===== src/common/eag_defines.vh =====
`ifndef EAG_DEFINES_VH
`define EAG_DEFINES_VH

// Addressing modes
`define EAG_MODE_W     4
`define EAG_MODE_INH   4'h0
`define EAG_MODE_IMM   4'h1
`define EAG_MODE_DIR   4'h2
`define EAG_MODE_EXT   4'h3
`define EAG_MODE_REL   4'h4
`define EAG_MODE_IX    4'h5
`define EAG_MODE_IX1   4'h6
`define EAG_MODE_IX2   4'h7
`define EAG_MODE_BSC   4'h8
`define EAG_MODE_BTB   4'h9
`define EAG_MODE_BAD   4'hf

// Opcode high nibble groups
`define EAG_HI_BTB     4'h0
`define EAG_HI_BSC     4'h1
`define EAG_HI_REL     4'h2
`define EAG_HI_DIR     4'h3
`define EAG_HI_INHA    4'h4
`define EAG_HI_INHX    4'h5
`define EAG_HI_IX1     4'h6
`define EAG_HI_IX      4'h7
`define EAG_HI_INH8    4'h8
`define EAG_HI_INH9    4'h9
`define EAG_HI_IMM     4'ha
`define EAG_HI_RMDIR   4'hb
`define EAG_HI_RMEXT   4'hc
`define EAG_HI_RMIX2   4'hd
`define EAG_HI_RMIX1   4'he
`define EAG_HI_RMIX    4'hf

// Special low nibble in the immediate column: branch to subroutine
`define EAG_LO_BSR     4'hd

// Instruction lengths in bytes
`define EAG_LEN_1      2'h1
`define EAG_LEN_2      2'h2
`define EAG_LEN_3      2'h3

// Field positions in the opcode
`define EAG_OP_HI      7:4
`define EAG_OP_LO      3:0
`define EAG_OP_BIT     3:1
`define EAG_OP_POL     0

// Page-zero high byte
`define EAG_ZERO_PAGE  8'h00

`endif


===== src/design/eag_address_gen.v =====
// How it works
// RL1: Relative branch adds signed offset byte to PC only when condition holds; BSR always branches.
// RL2: Two-byte branch reaches 126 below to 129 above the opcode address.
// RL3: Indexed no offset uses index register alone, one-byte instruction.
// RL4: Indexed 8-bit offset adds index and unsigned byte, two-byte instruction.
// RL5: Indexed 16-bit offset adds index and unsigned word, three-byte instruction.
// RL6: Bit set/clear takes bit from opcode, page-zero address from next byte.
// RL7: Bit test-and-branch is three bytes: opcode, direct address, signed offset.
// RL8: Bit test-and-branch taken when tested bit matches the opcode polarity.
// RL9: Tested bit always copied into carry flag, taken or not.
// RL10: Inherent instructions decode from the opcode alone, one byte long.
// RL11: Direct mode address is the byte after the opcode, two bytes.
// RL12: Extended mode address is the two bytes after the opcode, three bytes.
// RL13: Branch target is next instruction address plus sign-extended offset.
`timescale 1ns/1ps
`default_nettype none
`include "eag_defines.vh"

module eag_address_gen #(
    parameter AW = 16
) (
    // Clock and reset
    input  wire          mclk_i,
    input  wire          rst_b_i,
    // Instruction fields, valid with start_i
    input  wire          start_i,
    input  wire [AW-1:0] pc_i,
    input  wire [7:0]    opcode_i,
    input  wire [7:0]    byte1_i,
    input  wire [7:0]    byte2_i,
    input  wire [7:0]    index_i,
    // Branch condition and tested memory byte
    input  wire          cond_i,
    input  wire [7:0]    mem_byte_i,
    input  wire          carry_i,
    // Results
    output reg           done_o,
    output reg  [3:0]    mode_o,
    output reg  [1:0]    length_o,
    output reg  [AW-1:0] ea_o,
    output reg           ea_valid_o,
    output reg  [2:0]    bit_num_o,
    output reg  [7:0]    bit_mask_o,
    output reg           bit_set_o,
    output reg           branch_taken_o,
    output reg  [AW-1:0] next_pc_o,
    output reg           carry_o
);
    reg  [3:0]    next_mode;
    reg  [1:0]    next_len;
    reg  [AW-1:0] next_ea;
    reg           next_ea_valid;
    reg           next_taken;
    reg  [7:0]    next_offset;
    reg           next_carry;
    reg           tested_bit;
    wire [AW-1:0] seq_pc;
    wire [AW-1:0] tgt_pc;
    wire [3:0]    hi;
    wire [3:0]    lo;
    wire [2:0]    bit_sel;
    wire          want_set;
    reg  [AW-1:0] next_pc;
    reg  [7:0]    next_mask;
    wire [AW-1:0] zp_addr;
    wire [AW-1:0] abs_addr;
    wire [AW-1:0] ix_addr;
    wire [AW-1:0] ix1_addr;
    wire [AW-1:0] ix2_addr;

    assign hi       = opcode_i[`EAG_OP_HI];
    assign lo       = opcode_i[`EAG_OP_LO];
    assign bit_sel  = opcode_i[`EAG_OP_BIT];
    assign want_set = ~opcode_i[`EAG_OP_POL];

    // Operand addresses; sums wrap at the address width
    assign zp_addr  = {{(AW-8){1'b0}}, byte1_i};
    assign abs_addr = {byte1_i, byte2_i};
    assign ix_addr  = {{(AW-8){1'b0}}, index_i};
    assign ix1_addr = ix_addr + zp_addr;
    assign ix2_addr = abs_addr + ix_addr;

    eag_target_adder #(
        .AW(AW)
    ) u_adder (
        .pc_i     (pc_i),
        .len_i    (next_len),
        .offset_i (next_offset),
        .next_pc_o(seq_pc),
        .target_o (tgt_pc)
    );

    always @* begin
        next_mode     = `EAG_MODE_BAD;
        next_len      = `EAG_LEN_1;
        next_ea       = {AW{1'b0}};
        next_ea_valid = 1'b0;
        next_taken    = 1'b0;
        next_offset   = byte1_i;
        next_carry    = carry_i;
        tested_bit    = mem_byte_i[bit_sel];
        case (hi)
            `EAG_HI_BTB: begin
                next_mode     = `EAG_MODE_BTB;
                next_len      = `EAG_LEN_3;                             // [RL7]
                next_ea       = {{(AW-8){1'b0}}, byte1_i};              // [RL7]
                next_ea_valid = 1'b1;
                next_offset   = byte2_i;                                // [RL7]
                // Even opcodes branch on set, odd on clear
                next_taken    = (tested_bit == want_set);               // [RL8]
                next_carry    = tested_bit;                             // [RL9]
            end

            `EAG_HI_BSC: begin
                next_mode     = `EAG_MODE_BSC;
                next_len      = `EAG_LEN_2;                             // [RL6]
                next_ea       = {{(AW-8){1'b0}}, byte1_i};              // [RL6]
                next_ea_valid = 1'b1;
            end

            `EAG_HI_REL: begin
                next_mode  = `EAG_MODE_REL;
                next_len   = `EAG_LEN_2;                                // [RL2]
                next_taken = cond_i;                                    // [RL1]
            end

            `EAG_HI_DIR, `EAG_HI_RMDIR: begin
                next_mode     = `EAG_MODE_DIR;
                next_len      = `EAG_LEN_2;                             // [RL11]
                next_ea       = {{(AW-8){1'b0}}, byte1_i};              // [RL11]
                next_ea_valid = 1'b1;
            end

            `EAG_HI_RMEXT: begin
                next_mode     = `EAG_MODE_EXT;
                next_len      = `EAG_LEN_3;                             // [RL12]
                next_ea       = {byte1_i, byte2_i};                     // [RL12]
                next_ea_valid = 1'b1;
            end

            `EAG_HI_INHA, `EAG_HI_INHX, `EAG_HI_INH8, `EAG_HI_INH9: begin
                next_mode = `EAG_MODE_INH;
                next_len  = `EAG_LEN_1;                                 // [RL10]
            end

            `EAG_HI_IMM: begin
                if (lo == `EAG_LO_BSR) begin
                    next_mode  = `EAG_MODE_REL;
                    next_len   = `EAG_LEN_2;
                    next_taken = 1'b1;                                  // [RL1]
                end else begin
                    next_mode = `EAG_MODE_IMM;
                    next_len  = `EAG_LEN_2;
                end
            end

            `EAG_HI_IX, `EAG_HI_RMIX: begin
                next_mode     = `EAG_MODE_IX;
                next_len      = `EAG_LEN_1;                             // [RL3]
                next_ea       = {{(AW-8){1'b0}}, index_i};              // [RL3]
                next_ea_valid = 1'b1;
            end

            `EAG_HI_IX1, `EAG_HI_RMIX1: begin
                next_mode     = `EAG_MODE_IX1;
                next_len      = `EAG_LEN_2;                             // [RL4]
                next_ea       = ix1_addr;                               // [RL4]
                next_ea_valid = 1'b1;
            end

            `EAG_HI_RMIX2: begin
                next_mode     = `EAG_MODE_IX2;
                next_len      = `EAG_LEN_3;                             // [RL5]
                next_ea       = ix2_addr;                               // [RL5]
                next_ea_valid = 1'b1;
            end

            default: begin
                next_mode = `EAG_MODE_BAD;
            end
        endcase
    end

    // Address to load next and one-hot bit select
    always @* begin
        next_pc            = seq_pc;
        next_mask          = 8'h00;
        next_mask[bit_sel] = 1'b1;                                      // [RL6]
        if (next_taken) begin
            next_pc = tgt_pc;                                           // [RL13]
        end
    end

    always @(posedge mclk_i or negedge rst_b_i) begin
        if (!rst_b_i) begin
            done_o         <= 1'b0;
            mode_o         <= `EAG_MODE_INH;
            length_o       <= `EAG_LEN_1;
            ea_o           <= {AW{1'b0}};
            ea_valid_o     <= 1'b0;
            bit_num_o      <= 3'h0;
            bit_mask_o     <= 8'h00;
            bit_set_o      <= 1'b0;
            branch_taken_o <= 1'b0;
            next_pc_o      <= {AW{1'b0}};
            carry_o        <= 1'b0;
        end else begin
            done_o <= start_i;
            if (start_i) begin
                mode_o         <= next_mode;
                length_o       <= next_len;
                ea_o           <= next_ea;
                ea_valid_o     <= next_ea_valid;
                bit_num_o      <= bit_sel;                              // [RL6]
                bit_mask_o     <= next_mask;                            // [RL6]
                bit_set_o      <= want_set;
                branch_taken_o <= next_taken;
                next_pc_o      <= next_pc;                              // [RL13]
                carry_o        <= next_carry;                           // [RL9]
            end
        end
    end
endmodule

`default_nettype wire


===== src/design/eag_target_adder.v =====
`timescale 1ns/1ps
`default_nettype none

// Next-instruction address and sign-extended branch target
module eag_target_adder #(
    parameter AW = 16
) (
    // Operands
    input  wire [AW-1:0] pc_i,
    input  wire [1:0]    len_i,
    input  wire [7:0]    offset_i,
    // Results
    output wire [AW-1:0] next_pc_o,
    output wire [AW-1:0] target_o
);
    wire [AW-1:0] len_ext;
    wire [AW-1:0] off_ext;

    assign len_ext   = {{(AW-2){1'b0}}, len_i};
    assign off_ext   = {{(AW-8){offset_i[7]}}, offset_i};
    assign next_pc_o = pc_i + len_ext;
    assign target_o  = next_pc_o + off_ext;
endmodule

`default_nettype wire

===== config.mk =====
export PLATFORM = sky130hd
export DESIGN_NAME = eag_address_gen
export DESIGN_NICKNAME = d
export VERILOG_FILES = /design/src/design/eag_address_gen.v /design/src/design/eag_target_adder.v
export VERILOG_INCLUDE_DIRS = /design/src /design/src/common
export SDC_FILE = /design/constraint.sdc
export NUM_CORES = 1
export LEC_CHECK = 0
export ABC_AREA = 1
export BUFFER_PORTS_ARGS = -buffer_cell sky130_fd_sc_hd__buf_4
export CORE_MARGIN = 2
export CORE_UTILIZATION = 55
export CTS_CLUSTER_DIAMETER = 120
export DETAILED_ROUTE_END_ITERATION = 7
export PLACE_DENSITY = 0.82
export SYNTH_ARGS = -nofsm -noshare
export SYNTH_HDL_FRONTEND = slang
export SYNTH_SLANG_ARGS = --single-unit

===== constraint.sdc =====
create_clock -name mclk_i -period 0.9 [get_ports mclk_i]
set_input_delay 0.135 -clock mclk_i [delete_from_list [all_inputs] [get_ports mclk_i]]
set_output_delay 0.135 -clock mclk_i [all_outputs]
set_load 0.01 [all_outputs]

==> impl_metrics.py, run 1 <==
metrics = {
    "clock_network": {
        "cts_hold_buffers": 1,
        "cts_setup_buffers": 48,
        "htreeDepth": 2,
        "clockBufferDepth": 2,
        "cts_buffers": 5,
        "cts.sinks": 54,
        "cts_root_buf": "clkbuf_8",
        "cts_resized": 201,
    },
    "synthesis": {
        "synth_enable_flop_cells": 0,
        "synth_top_area_share": 0.273,
        "syn_nets": 863,
        "synth_area_leader_cell": "dfrtp_1",
        "yosys_register_bits": 54,
        "synthArstFlopShare": 1.00,
        "ys_seq_area_frac": 0.279,
        "synth_cells": 764,
        "ys.flop_type": "dfrtp_1",
        "ys_types": 41,
        "yosysWarningCount": 0,
        "synth_area_leaders": "dfrtp_1, nand2_1, ha_1",
        "syn-mean-instance-area_sq_um": 6.35,
        "syn_area_sq_mm": 0.00485,
    },
    "placement": {
        "gp_congestion": 1.00,
        "hpwlAfterDp_um": 14300,
        "port_buffers": 114,
        "dp.cells": 1124,
        "dp_slack_ns": -2.51,
    },
    "run_status": {
        "stop_stage": "4_1_cts",
        "status": "did not finish",
        "error": "[ERROR DPL-0038] Utilization greater than 100%, impossible to legalize",
    },
    "die": {
        "chipWidth_um": 97.9,
        "ios": 115,
        "start_util": 0.562,
        "num_rows": 34,
        "die_h_um": 97.9,
    },
}
-- cell families after synthesis --
family / after synthesis / synth area share
xor+xnor: 15 / 0.0271
simple gates: 411 / 0.349
buf+inv: 118 / 0.0949
fa+ha+maj: 38 / 0.104
flops: 54 / 0.279
compound gates: 128 / 0.146
-- metrics by stage --
step | TNS [ns] | cell area (sq um)
after detailed placement | -49.14 | 7420
after floorplan | -29.28 | 5250
after global placement | -45.95 | 7420
-- cells in the mapped netlist, types with 2 or more instances --
| library cell | number |
|---|---|
| xnor2_1 | 3 |
| nor2_2 | 2 |
| xor2_1 | 12 |
| nand2_1 | 267 |
| nor2_1 | 49 |
| inv_1 | 101 |
| o21ai_0 | 61 |
| nand4_1 | 6 |
| clkbuf_1 | 9 |
| a21oi_1 | 36 |
| or2_2 | 5 |
| nand3_1 | 63 |
| dfrtp_1 | 53 |
| o2111ai_1 | 2 |
| ha_1 | 34 |
| a21boi_0 | 2 |
| nand3b_1 | 2 |
| a21o_1 | 4 |
| buf_2 | 2 |
| buf_6 | 2 |
| o21ai_1 | 3 |
| a22oi_1 | 2 |
| o22ai_1 | 5 |
| inv_2 | 2 |
| and3_1 | 2 |
| o21bai_1 | 5 |
| o21a_1 | 2 |
| nor3_1 | 11 |
| fa_1 | 4 |
| nand2_2 | 2 |
==> inputs of run 2 (changes only) <==
Settings changed: CORE_UTILIZATION 55 to 40, CTS_CLUSTER_DIAMETER 120 to default, PLACE_DENSITY 0.82 to default, PLACE_DENSITY_LB_ADDON from default to 0.15.
==> run 2 against run 1 <==
- the flow now finishes, with violations (setup timing)
- synthesized area unchanged
- synthesized cell count is the same
==> impl_metrics.py, run 2 <==
metrics = {
    "synthesis": {
        "netlist_top_cells_count": "nand2_1, inv_1, nand3_1",
        "ys_types": 41,
        "yosys_register_bits": 54,
        "synthArstFlopShare": 1.00,
        "synth_area_leaders": "dfrtp_1, nand2_1, ha_1",
        "ys.flop_type": "dfrtp_1",
        "synth_top_area_share": 0.273,
        "syn_nets": 863,
        "yosysWarningCount": 0,
        "synth_area_leader_cell": "dfrtp_1",
        "synth_cells": 764,
        "synth_enable_flop_cells": 0,
        "synth.most_common_cell": "nand2_1",
        "syn_area_sq_mm": 0.00485,
        "ys_seq_area_frac": 0.279,
        "syn-mean-instance-area_sq_um": 6.35,
    },
    "global_route": {
        "grt_start_max_net_pins": 24,
        "grt_pass1_vias": 6276,
        "grt_pass1_wl_um": 31200,
        "antenna_found_initial": 0,
        "gr-total-overflow": 0,
        "grt_usage": 0.300,
    },
    "die": {
        "dieArea_sq_mm": 0.0130,
        "start_util": 0.407,
        "ios": 115,
        "num_rows": 40,
        "chipWidth_um": 114,
        "core-area_sq_mm": 0.0119,
        "die_h_um": 114,
    },
    "worst_setup_path": {
        "worstReg2RegStart": "mode_o[1]",
        "end_kind": "flip-flop",
        "path_class": "input pin to flip-flop",
        "startpoint": "opcode_i[4]",
        "worstPathArrival_ns": 3.20,
        "cp_max_fo": 3,
        "cp.required_ns": 1.15,
        "start_kind": "input pin",
    },
    "timing": {
        "setup_viol": 92,
        "fmax_ghz": 0.338,
        "setup_slack_ns": -2.06,
        "final_hold_viol_count": 0,
        "min_period_over_period": 3.29,
        "skew_ns": 0,
        "period_needed_ns": 2.96,
        "finalMaxSlewViolations": 0,
        "slew_headroom": 0.693,
        "fin_setup_tns_ns": -38.98,
        "rsz0062_at_grt": "yes",
        "worst_slew_pin_slew_ns": 0.455,
        "fin_hold_ws_ns": 0.0891,
    },
    "run_status": {
        "status": "complete, but fails checks",
        "violations": "setup timing",
    },
    "detailed_routing": {
        "totalWireLength_um": 21300,
        "drc": 0,
        "detail-route-antenna-nets": 0,
        "wire_per_inst_um": 17.0,
        "drtIter0Drc": 627,
        "vias_per_cell": 5.25,
        "vias": 6609,
        "first_pass_iters": 6,
    },
    "finish": {
        "nFillCells": 751,
        "layout_common_cells": "buf_4, nand2_1, buf_6",
        "area_growth_syn_to_layout_pct": 101,
        "drive_gt1_frac": 0.550,
        "diodes": 0,
        "fin_nets": 1210,
        "final_common_cell": "buf_4",
        "fin_cells": 1259,
        "seq_area_sq_mm": 0.00135,
        "largest_registers": "ea_o: 16 flops, next_pc_o: 16 flops, bit_mask_o: 8 flops",
        "multiInputGateArea_sq_mm": 0.00447,
    },
    "pwr": {
        "ir_worst_vdd_v": 0.000750,
        "power_leakage_nw": 4.93,
        "fin_total_pwr_mw": 10.6,
        "power_density_mw_per_mm2": 1080,
    },
    "clock_network": {
        "tritoncts": "yes",
        "cts.sinks": 54,
        "worstSkewPairLatency_ns": 0.30,
        "htreeDepth": 2,
        "cts_root_buf": "clkbuf_16",
        "path_clk_slew_ns": 0.07,
        "clockBufferDepth": 2,
        "cts_buffers": 5,
    },
    "placement": {
        "port_buffers": 114,
        "dp.cells": 1163,
        "hpwlAfterDp_um": 14100,
        "gp_congestion": 0.929,
    },
    "hold_path": {
        "worst_hold_path_type": "input pin to flip-flop",
        "hold_path.startpoint": "carry_i",
    },
    "run": {
        "drv_cap": 0,
    },
}
-- run 2: cell counts after synthesis --
Identical to the previous run, type by type.
-- run 2: kinds of logic (layout without fill, tap and decap cells) --
logic type,count (synthesis),count (layout),share of synthesized area
compound gates,128,128,0.146
xor+xnor,15,15,0.0271
fa+ha+maj,38,38,0.104
buf+inv,118,465,0.0949
flops,54,54,0.279
simple gates,411,412,0.349
-- run 2: final timing paths --
| check | to | slack (ns) | depth (start not counted) |
|---|---|---|---|
| max | next_pc_o[13] | -2.06 | 26 |
| min | carry_o | 0.09 | 3 |
| max reg2reg | mode_o[1] | 0.03 | 4 |
| min reg2reg | ea_o[6] | 0.50 | 2 |
| max in group asynchronous | ea_o[12] | 0.24 | 3 |
| min in group asynchronous | mode_o[0] | 0.24 | 2 |
-- run 2: report_power, final --
| group | total [mW] | internal, mW | leakage, nW | switching, mW |
|---|---|---|---|---|
| clock | 1.96 | 1.04 | 0.0708 | 0.924 |
| combinational | 5.74 | 2.97 | 4.17 | 2.78 |
| sequential | 2.86 | 2.66 | 0.686 | 0.202 |
| total | 10.6 | 6.66 | 4.93 | 3.90 |
-- run 2: area by class of cell --
cell class | instances | area share
multi-input combinational | 593 | 0.458
clock inverter | 2 | 0.00141
tap | 147 | 0.0188
timing repair buffer | 353 | 0.327
sequential | 54 | 0.139
inverter | 104 | 0.0427
clock buffer | 6 | 0.0132
-- run 2: worst max-delay path, stage by stage --
cell     delay [ns]
buf_8          0.10
nor2_4         0.12
inv_2          0.04
and3_4         0.16
nor3_4         0.28
inv_2          0.07
ha_4           0.28
nand3_4        0.06
nand2_4        0.08
nand2_4        0.06
nor3_4         0.19
inv_2          0.07
nor3_2         0.17
nor2_1         0.07
buf_4          0.13
buf_4          0.12
buf_4          0.12
buf_4          0.12
buf_4          0.12
buf_4          0.12
buf_4          0.12
buf_4          0.12
buf_4          0.12
nand2_2        0.07
nand3_1        0.08
nand2_1        0.06
-- run 2: stage by stage --
step | worst slack, ns | area [sq um] | utilization
6_report | -2.06 | 9760 | 0.820
5_1_grt | -2.23 | 9760 | 0.820
4_1_cts | -1.90 | 9000 | 0.755
3_5_place_dp | -2.47 | 7450 | 0.626
3_3_place_gp | -2.42 | 7450 | 0.626
2_1_floorplan | -2.06 | 5250 | -
-- run 2: routing by layer --
metal	vias to the layer above	global-route usage	part of all wire	wire length (um)
met3	49	0.0270	0.055	1170
met1	3118	0.426	0.44	9430
met2	274	0.490	0.48	10200
met5	-	0	0	0
li1	3168	-	-	-
met4	0	0.0846	0.024	504
-- run 2: timing repair --
action / in CTS / in global routing
pin swaps: 117 / 89
buffers inserted: 49 / 43
endpoints found under the setup margin: 91 / 92
hold buffers: 1 / 0
hold endpoints to repair: 54 / 0
gates cloned: 2 / 0
gates resized for setup: 250 / 116
No activity file was read; power rests on OpenSTA's default activity.
==> inputs of run 3 (changes only) <==
Settings changed: RECOVER_POWER from default to 100.
==> run 3 against run 2 <==
- the flow still finishes with violations (setup timing)
- via count fell by 0.30%
- clock power is essentially flat
- combinational power barely moved
- first-iteration DRC count is 12% lower
- utilization decreased by 0.24 points
- hold slack about the same
- cell count unchanged
- global-route usage stayed put
- sequential power is essentially flat
==> impl_metrics.py, run 3 (synthesis results as in run 2) <==
metrics = {
    "detailed_routing": {
        "first_pass_iters": 6,
        "wire_per_inst_um": 16.9,
        "drtIter0Drc": 549,
        "drc": 0,
        "vias_per_cell": 5.23,
        "vias": 6589,
        "detail-route-antenna-nets": 0,
        "totalWireLength_um": 21300,
    },
    "timing": {
        "worst_slew_pin_slew_ns": 0.450,
        "setup_viol": 92,
        "skew_ns": 0,
        "rsz0062_at_grt": "yes",
        "fmax_ghz": 0.337,
        "setup_slack_ns": -2.07,
        "min_period_over_period": 3.30,
        "finalMaxSlewViolations": 0,
        "fin_hold_ws_ns": 0.0895,
        "period_needed_ns": 2.97,
        "slew_headroom": 0.697,
        "fin_setup_tns_ns": -39.11,
        "final_hold_viol_count": 0,
    },
    "die": {
        "chipWidth_um": 114,
        "dieArea_sq_mm": 0.0130,
        "die_h_um": 114,
        "num_rows": 40,
        "start_util": 0.407,
        "ios": 115,
        "core-area_sq_mm": 0.0119,
    },
    "finish": {
        "layout_common_cells": "buf_4, nand2_1, buf_6",
        "final_common_cell": "buf_4",
        "nFillCells": 759,
        "fin_nets": 1210,
        "largest_registers": "ea_o: 16 flops, next_pc_o: 16 flops, bit_mask_o: 8 flops",
        "area_growth_syn_to_layout_pct": 101,
        "drive_gt1_frac": 0.549,
        "diodes": 0,
        "postLayoutCoreUtil": 0.817,
    },
    "clock_network": {
        "tritoncts": "yes",
        "cts.sinks": 54,
        "htreeDepth": 2,
        "cts_buffers": 5,
        "clockBufferDepth": 2,
        "cts_root_buf": "clkbuf_16",
        "worstSkewPairLatency_ns": 0.30,
        "path_clk_slew_ns": 0.07,
    },
    "placement": {
        "gp_congestion": 0.929,
        "hpwlAfterDp_um": 14100,
        "dp_slack_ns": -2.47,
        "port_buffers": 114,
    },
    "pwr": {
        "power_leakage_nw": 4.91,
        "swShare": 0.369,
        "switchingPower_mw": 3.89,
        "power_density_mw_per_mm2": 1080,
        "combPwrFrac": 0.543,
        "ir_worst_vdd_v": 0.000747,
        "internal-power_mw": 6.65,
        "seqPwrFrac": 0.272,
        "pwr-share-clk": 0.185,
    },
    "global_route": {
        "antenna_found_initial": 0,
        "grt_pass1_vias": 6276,
        "grt_usage": 0.300,
        "grt_start_max_net_pins": 24,
        "gr-total-overflow": 0,
        "grt.met1_usage": 0.426,
        "grt_pass1_wl_um": 31200,
        "grt_use_met2": 0.490,
        "busiest_layer": "met2",
        "grt.met3_usage": 0.0270,
    },
    "worst_setup_path": {
        "path_class": "input pin to flip-flop",
        "cp.required_ns": 1.14,
        "cpPeakStageDelay_ns": 0.28,
        "crit_top_cell": "buf_4",
        "r2r_slack_ns": 0.03,
        "start_kind": "input pin",
        "end_kind": "flip-flop",
        "crit_slowest_cell": "nor3_4",
        "worstPathArrival_ns": 3.21,
        "cp_max_fo": 3,
    },
    "run_status": {
        "status": "complete, but fails checks",
        "violations": "setup timing",
    },
    "hold_path": {
        "worst_hold_path_type": "input pin to flip-flop",
    },
    "run": {
        "drv_cap": 0,
    },
}
[run 3: path summary, 6_finish.rpt]
check	end	depth (start not counted)	startpoint
setup reg to reg	mode_o[1]	4	mode_o[1]
hold reg to reg	ea_o[6]	2	ea_o[6]
max in group asynchronous	ea_o[12]	3	rst_b_i
hold / removal	carry_o	3	carry_i
setup / recovery	next_pc_o[13]	26	opcode_i[4]
min in group asynchronous	mode_o[0]	2	rst_b_i
[run 3: per-layer routing]
layer  vias to the layer above  share of wire
met1                      3090           0.43
li1                       3165              -
met3                        47          0.060
met5                         -              0
met2                       287           0.48
met4                         0          0.025
[run 3: metrics by stage]
step	cells	area (sq um)	power [mW]
5_1_grt	1259	9730	11.0
4_1_cts	1220	9000	9.71
6_report	1259	9730	10.5
3_5_place_dp	1163	7450	6.76
3_3_place_gp	1163	7450	6.69
2_1_floorplan	764	5250	4.73
[run 3: area by class of cell]
type | count | area (sq um) | area share
tap | 147 | 184 | 0.0189
inverter | 104 | 417 | 0.0428
clock inverter | 2 | 13.8 | 0.00141
sequential | 54 | 1350 | 0.139
multi-input combinational | 593 | 4470 | 0.459
timing repair buffer | 353 | 3170 | 0.325
clock buffer | 6 | 129 | 0.0132
[run 3: timing repair]
action | in CTS | in global routing
hold buffers | 1 | 0
hold endpoints to repair | 54 | 0
cloned | 2 | 0
gates resized for setup | 250 | 116
buffers inserted | 49 | 43
pin swaps | 117 | 89
setup endpoints to repair | 91 | 92
[run 3: power by group through the flow]
| stage | Clock (mW) | Combinational (mW) | Sequential, mW |
|---|---|---|---|
| 4_1_cts | 1.97 | 4.89 | 2.85 |
| 2_1_floorplan | 0 | 1.80 | 2.94 |
| 3_3_place_gp | 0 | 3.84 | 2.85 |
| 5_1_grt | 2.05 | 6.11 | 2.88 |
| 3_5_place_dp | 0 | 3.90 | 2.86 |
| 6_report | 1.95 | 5.72 | 2.86 |
[run 3: critical path: cells and delay by family]
family	cells	cell delay [ns]
AND/OR/NAND/NOR	12	1.40
buffers and inverters	13	1.37
adder cells (fa/ha/maj)	1	0.28
